===== config.mk =====
export PLATFORM = sky130hd
export DESIGN_NAME = mode_strap_capture
export DESIGN_NICKNAME = d
export VERILOG_FILES = /design/src/logic/test_mode_pkg.sv /design/src/logic/mode_strap_capture.sv
export SDC_FILE = /design/constraint.sdc
export NUM_CORES = 1
export LEC_CHECK = 0
export ABC_AREA = 1
export BUFFER_PORTS_ARGS = -buffer_cell sky130_fd_sc_hd__buf_2
export CAP_MARGIN = 25
export CORE_AREA = 2 2 39 41
export CTS_CLUSTER_SIZE = 24
export DETAILED_ROUTE_END_ITERATION = 10
export DIE_AREA = 0 0 41 43
export MAX_ROUTING_LAYER = met4
export SYNTH_ARGS = -nofsm -noshare
export SYNTH_HDL_FRONTEND = slang
export SYNTH_SLANG_ARGS = --single-unit
export TNS_END_PERCENT = 20

===== constraint.sdc =====
create_clock -name clk_i -period 1.3 [get_ports clk_i]
set_clock_uncertainty 0.2 [all_clocks]
set_input_delay 0.13 -clock clk_i [delete_from_list [all_inputs] [get_ports clk_i]]
set_output_delay 0.13 -clock clk_i [all_outputs]
set_load 0.01 [all_outputs]

===== src/logic/test_mode_pkg.sv =====
// package: constants, register map and mode codes of the production test controller
package test_mode_pkg;

  // operating mode latched when reset is released
  typedef enum logic [1:0] {
    MODE_NORMAL = 2'b00,
    MODE_ADC    = 2'b01,
    MODE_RC     = 2'b10
  } test_mode_t;

  localparam int unsigned ADDR_W   = 8;
  localparam int unsigned DATA_W   = 32;
  localparam int unsigned NIBBLE_W = 4;

  // register byte addresses
  localparam logic [ADDR_W-1:0] ADC_CTRL0_OFS = 8'h00;
  localparam logic [ADDR_W-1:0] ADC_CTRL1_OFS = 8'h04;
  localparam logic [ADDR_W-1:0] INTEG_SEL_OFS = 8'h08;
  localparam logic [ADDR_W-1:0] CLK_SEL_OFS   = 8'h0C;
  localparam logic [ADDR_W-1:0] BUZZER_OFS    = 8'h10;
  localparam logic [ADDR_W-1:0] STATUS_OFS    = 8'h14;
  localparam logic [ADDR_W-1:0] EFFECTIVE_OFS = 8'h18;

  // reset values
  localparam logic [NIBBLE_W-1:0] ADC_CTRL0_RST = 4'h0;
  localparam logic [NIBBLE_W-1:0] ADC_CTRL1_RST = 4'h1;
  localparam logic [NIBBLE_W-1:0] INTEG_SEL_RST = 4'h0;
  localparam logic                CLK_SEL_RST   = 1'b0;
  localparam logic                BUZZER_RST    = 1'b0;

  // status field positions
  localparam int unsigned ST_MODE_LSB  = 0;
  localparam int unsigned ST_COMP_BIT  = 2;
  localparam int unsigned ST_MULTI_BIT = 3;
  localparam int unsigned ST_OSC_BIT   = 4;

  // effective-control field positions
  localparam int unsigned EF_CTRL0_LSB = 0;
  localparam int unsigned EF_CTRL1_LSB = 4;
  localparam int unsigned EF_INTEG_LSB = 8;

  // integrator select positions, one-hot
  localparam int unsigned INTEG_GROUND = 0;
  localparam int unsigned INTEG_INPUT  = 1;
  localparam int unsigned INTEG_POS    = 2;
  localparam int unsigned INTEG_NEG    = 3;

endpackage


===== src/logic/mode_strap_capture.sv =====
// strap capture: decodes test pins once after reset release and holds the mode
module mode_strap_capture
  import test_mode_pkg::*;
(
  input  wire logic clk_i,
  input  wire logic reset_i,
  input  wire logic test_select_a_i,
  input  wire logic test_select_b_i,
  input  wire logic bias_low_pin_i,
  input  wire logic crystal_in_i,
  output test_mode_t mode_o
);

  typedef struct packed {
    logic       armed;
    test_mode_t mode;
  } strap_state_t;

  strap_state_t state_q;
  strap_state_t state_d;

  // the reset pin is tied to the crystal input for the adc pattern, so after
  // release that input follows reset high and cannot be compared
  always_comb begin
    state_d = state_q;
    if (state_q.armed) begin
      state_d.armed = 1'b0;
      if (!test_select_a_i && !bias_low_pin_i && test_select_b_i) begin
        state_d.mode = MODE_ADC;
      end else if (!test_select_a_i && !test_select_b_i && !crystal_in_i) begin
        state_d.mode = MODE_RC;
      end else begin
        state_d.mode = MODE_NORMAL;
      end
    end
  end

  always_ff @(posedge clk_i or posedge reset_i) begin
    if (reset_i) begin
      state_q <= '{armed: 1'b1, mode: MODE_NORMAL};
    end else begin
      state_q <= state_d;
    end
  end

  assign mode_o = state_q.mode;

endmodule


==> impl_metrics.env <==
export IMPL_status="completed"
export IMPL_insertion_delay_ns=0.23
export IMPL_crit_type="reg2reg"
export IMPL_dr_pass1_iters=1
export IMPL_finish_net_count=39
export IMPL_grt_use_total_pct=5.97
export IMPL_hold_buffers=5
export IMPL_rsz0062_at_grt="false"
export IMPL_required_ns=1.27
export IMPL_ys_types=8
export IMPL_clkTransAtPathRegs_ns=0.04
export IMPL_synth_area_leaders="dfrtp_1 (35%), dfstp_2 (18%), nand2_1 (16%)"
export IMPL_yosys_warnings=0
export IMPL_wl_per_cell_um=6.67
export IMPL_start_util_pct=10.3
export IMPL_p_leak_uw=0.000145
export IMPL_globalplace_congestion=0.534
export IMPL_synth_avg_cell_area_um2=7.92
export IMPL_portBuffers=7
export IMPL_syn_num_nets=24
export IMPL_cap_violations=0
export IMPL_die_w_um=41
export IMPL_grt_max_degree=4
export IMPL_cts_buffers=3
export IMPL_syn_cell_area_um2=143
export IMPL_wl_um=320
export IMPL_dr_total_vias=149
export IMPL_drive_above_1_share_pct=37.5
export IMPL_path_max_fanout=3
export IMPL_setup_viol=0
export IMPL_core_area_um2=1380
export IMPL_area_growth_pct=81.6
export IMPL_cts_buffer_depth=2
export IMPL_slew_violations=0
export IMPL_fillers=163
export IMPL_synth_largest_area_cell="dfrtp_1"
export IMPL_min_path_type="in2async"
export IMPL_postCtsSetupBuffers=0
export IMPL_drt_initial_drc_count=0
export IMPL_cts_resized_gates=0
export IMPL_ioPinCount=8
export IMPL_hold_viol=0
export IMPL_grt_overflow=0
export IMPL_cp_start_kind="flip-flop"
export IMPL_antenna_left=0
export IMPL_finalSetupTns_ns=0
export IMPL_timing_fmax_mhz=939
export IMPL_ys_ff_latch=3
export IMPL_powerDensity_nw_per_um2=1160
export IMPL_finalCritPeriodShare_pct=81.9
export IMPL_ys_seq_area_share_pct=53.5
export IMPL_synthCells=18
export IMPL_grt_pass1_vias=165
export IMPL_grt_pass1_wl_um=531
export IMPL_die_h_um=43
export IMPL_routed_via_density=3.10
export IMPL_cts_sinks=3
export IMPL_antenna_found_initial=0
export IMPL_drc=0
export IMPL_worstSetupEndpointType="flip-flop"
export IMPL_period_needed_ns=1.06
export IMPL_cp_arrival_ns=1.03
export IMPL_n_antenna_cell=0
export IMPL_final_core_util_pct=18.7
export IMPL_cts_tree="built"
export IMPL_ir_worst_vdd_mv=0.161
export IMPL_htree_num_levels=1
export IMPL_dieArea_um2=1760
export IMPL_yosysTopAreaCellShare_pct=35.1
export IMPL_rows=14
export IMPL_clockRootBuffer="clkbuf_4"
[metrics by stage]
step	total power, µW	instances	setup slack, ns	hold WS (ns)	area, µm²
final	302	48	0.235	0.101	259
after global routing	325	48	0.183	0.111	259
after CTS	314	48	0.227	0.104	259
after detailed placement	127	39	0.259	-0.202	183
after global placement	127	39	0.275	-0.203	183
after floorplan	119	18	0.317	-0.317	143
[state kept, by name, indices dropped and copies added (netlist names)]
register and cells:
mode_o 2, state_q 1
[power by group]
part / switching, µW / total (µW) / internal [µW]
combinational: 14.6 / 35.5 / 20.9
sequential: 1.86 / 102 / 100
clock: 48.9 / 164 / 115
total: 65.3 / 302 / 236
[path summary, 6_finish.rpt]
check                           start    endpoint  slack, ns  cells after the start
setup / recovery           state_q[2]   mode_o[0]       0.24                      4
hold / removal                reset_i   mode_o[1]       0.10                      3
setup reg to reg           state_q[2]   mode_o[0]       0.24                      4
hold reg to reg             mode_o[1]   mode_o[1]       0.27                      2
max in group asynchronous     reset_i  state_q[2]       0.59                      3
min in group clk_i          mode_o[1]   mode_o[1]       0.27                      2
[final cells by class]
type                    instances  area, µm²  area share [%]
clock buffers                   4       26.3            10.1
repair buffers                 12       85.1            32.9
inverters                       3       11.3            4.35
well taps                      16       20.0            7.73
multi-input cells              10       40.0            15.5
flip-flops and latches          3       76.3            29.5
[worst max-delay path, cell delays in order (launching register included)]
cell	delay, ns
dfstp_2	0.51
inv_1	0.06
nor2_2	0.11
nand2_1	0.07
nand2_1	0.06
[Yosys cell counts]
cell type,instances
conb_1,1
nand2_1,6
nor2_1,2
inv_1,3
buf_4,2
dfrtp_1,2
nor2_2,1
dfstp_2,1
[layer usage]
| metal | GRT usage (%) | wire (µm) | up-vias |
|---|---|---|---|
| met2 | 7.81 | 177 | 4 |
| met4 | 8.00 | 0 | 0 |
| li1 | - | - | 75 |
| met3 | 6.28 | 32 | 0 |
| met5 | - | 0 | - |
| met1 | 2.90 | 110 | 70 |
[kinds of logic after synthesis]
kind of cell	count (synthesis)	share of synthesized area, %
flops	3	53.5
simple gates	9	25.4
other cells	1	2.63
buf+inv	5	18.4
[cells in the final DEF (no fill, tap or decap)]
| cell | instances |
|---|---|
| conb_1 | 1 |
| dlygate4sd3_1 | 5 |
| nor2_1 | 2 |
| clkbuf_1 | 1 |
| dfrtp_1 | 2 |
| dfstp_2 | 1 |
| inv_1 | 3 |
| nand2_1 | 6 |
| nor2_2 | 1 |
| buf_2 | 7 |
| clkbuf_4 | 3 |
Note: power is estimated with default switching activity, not from simulation.
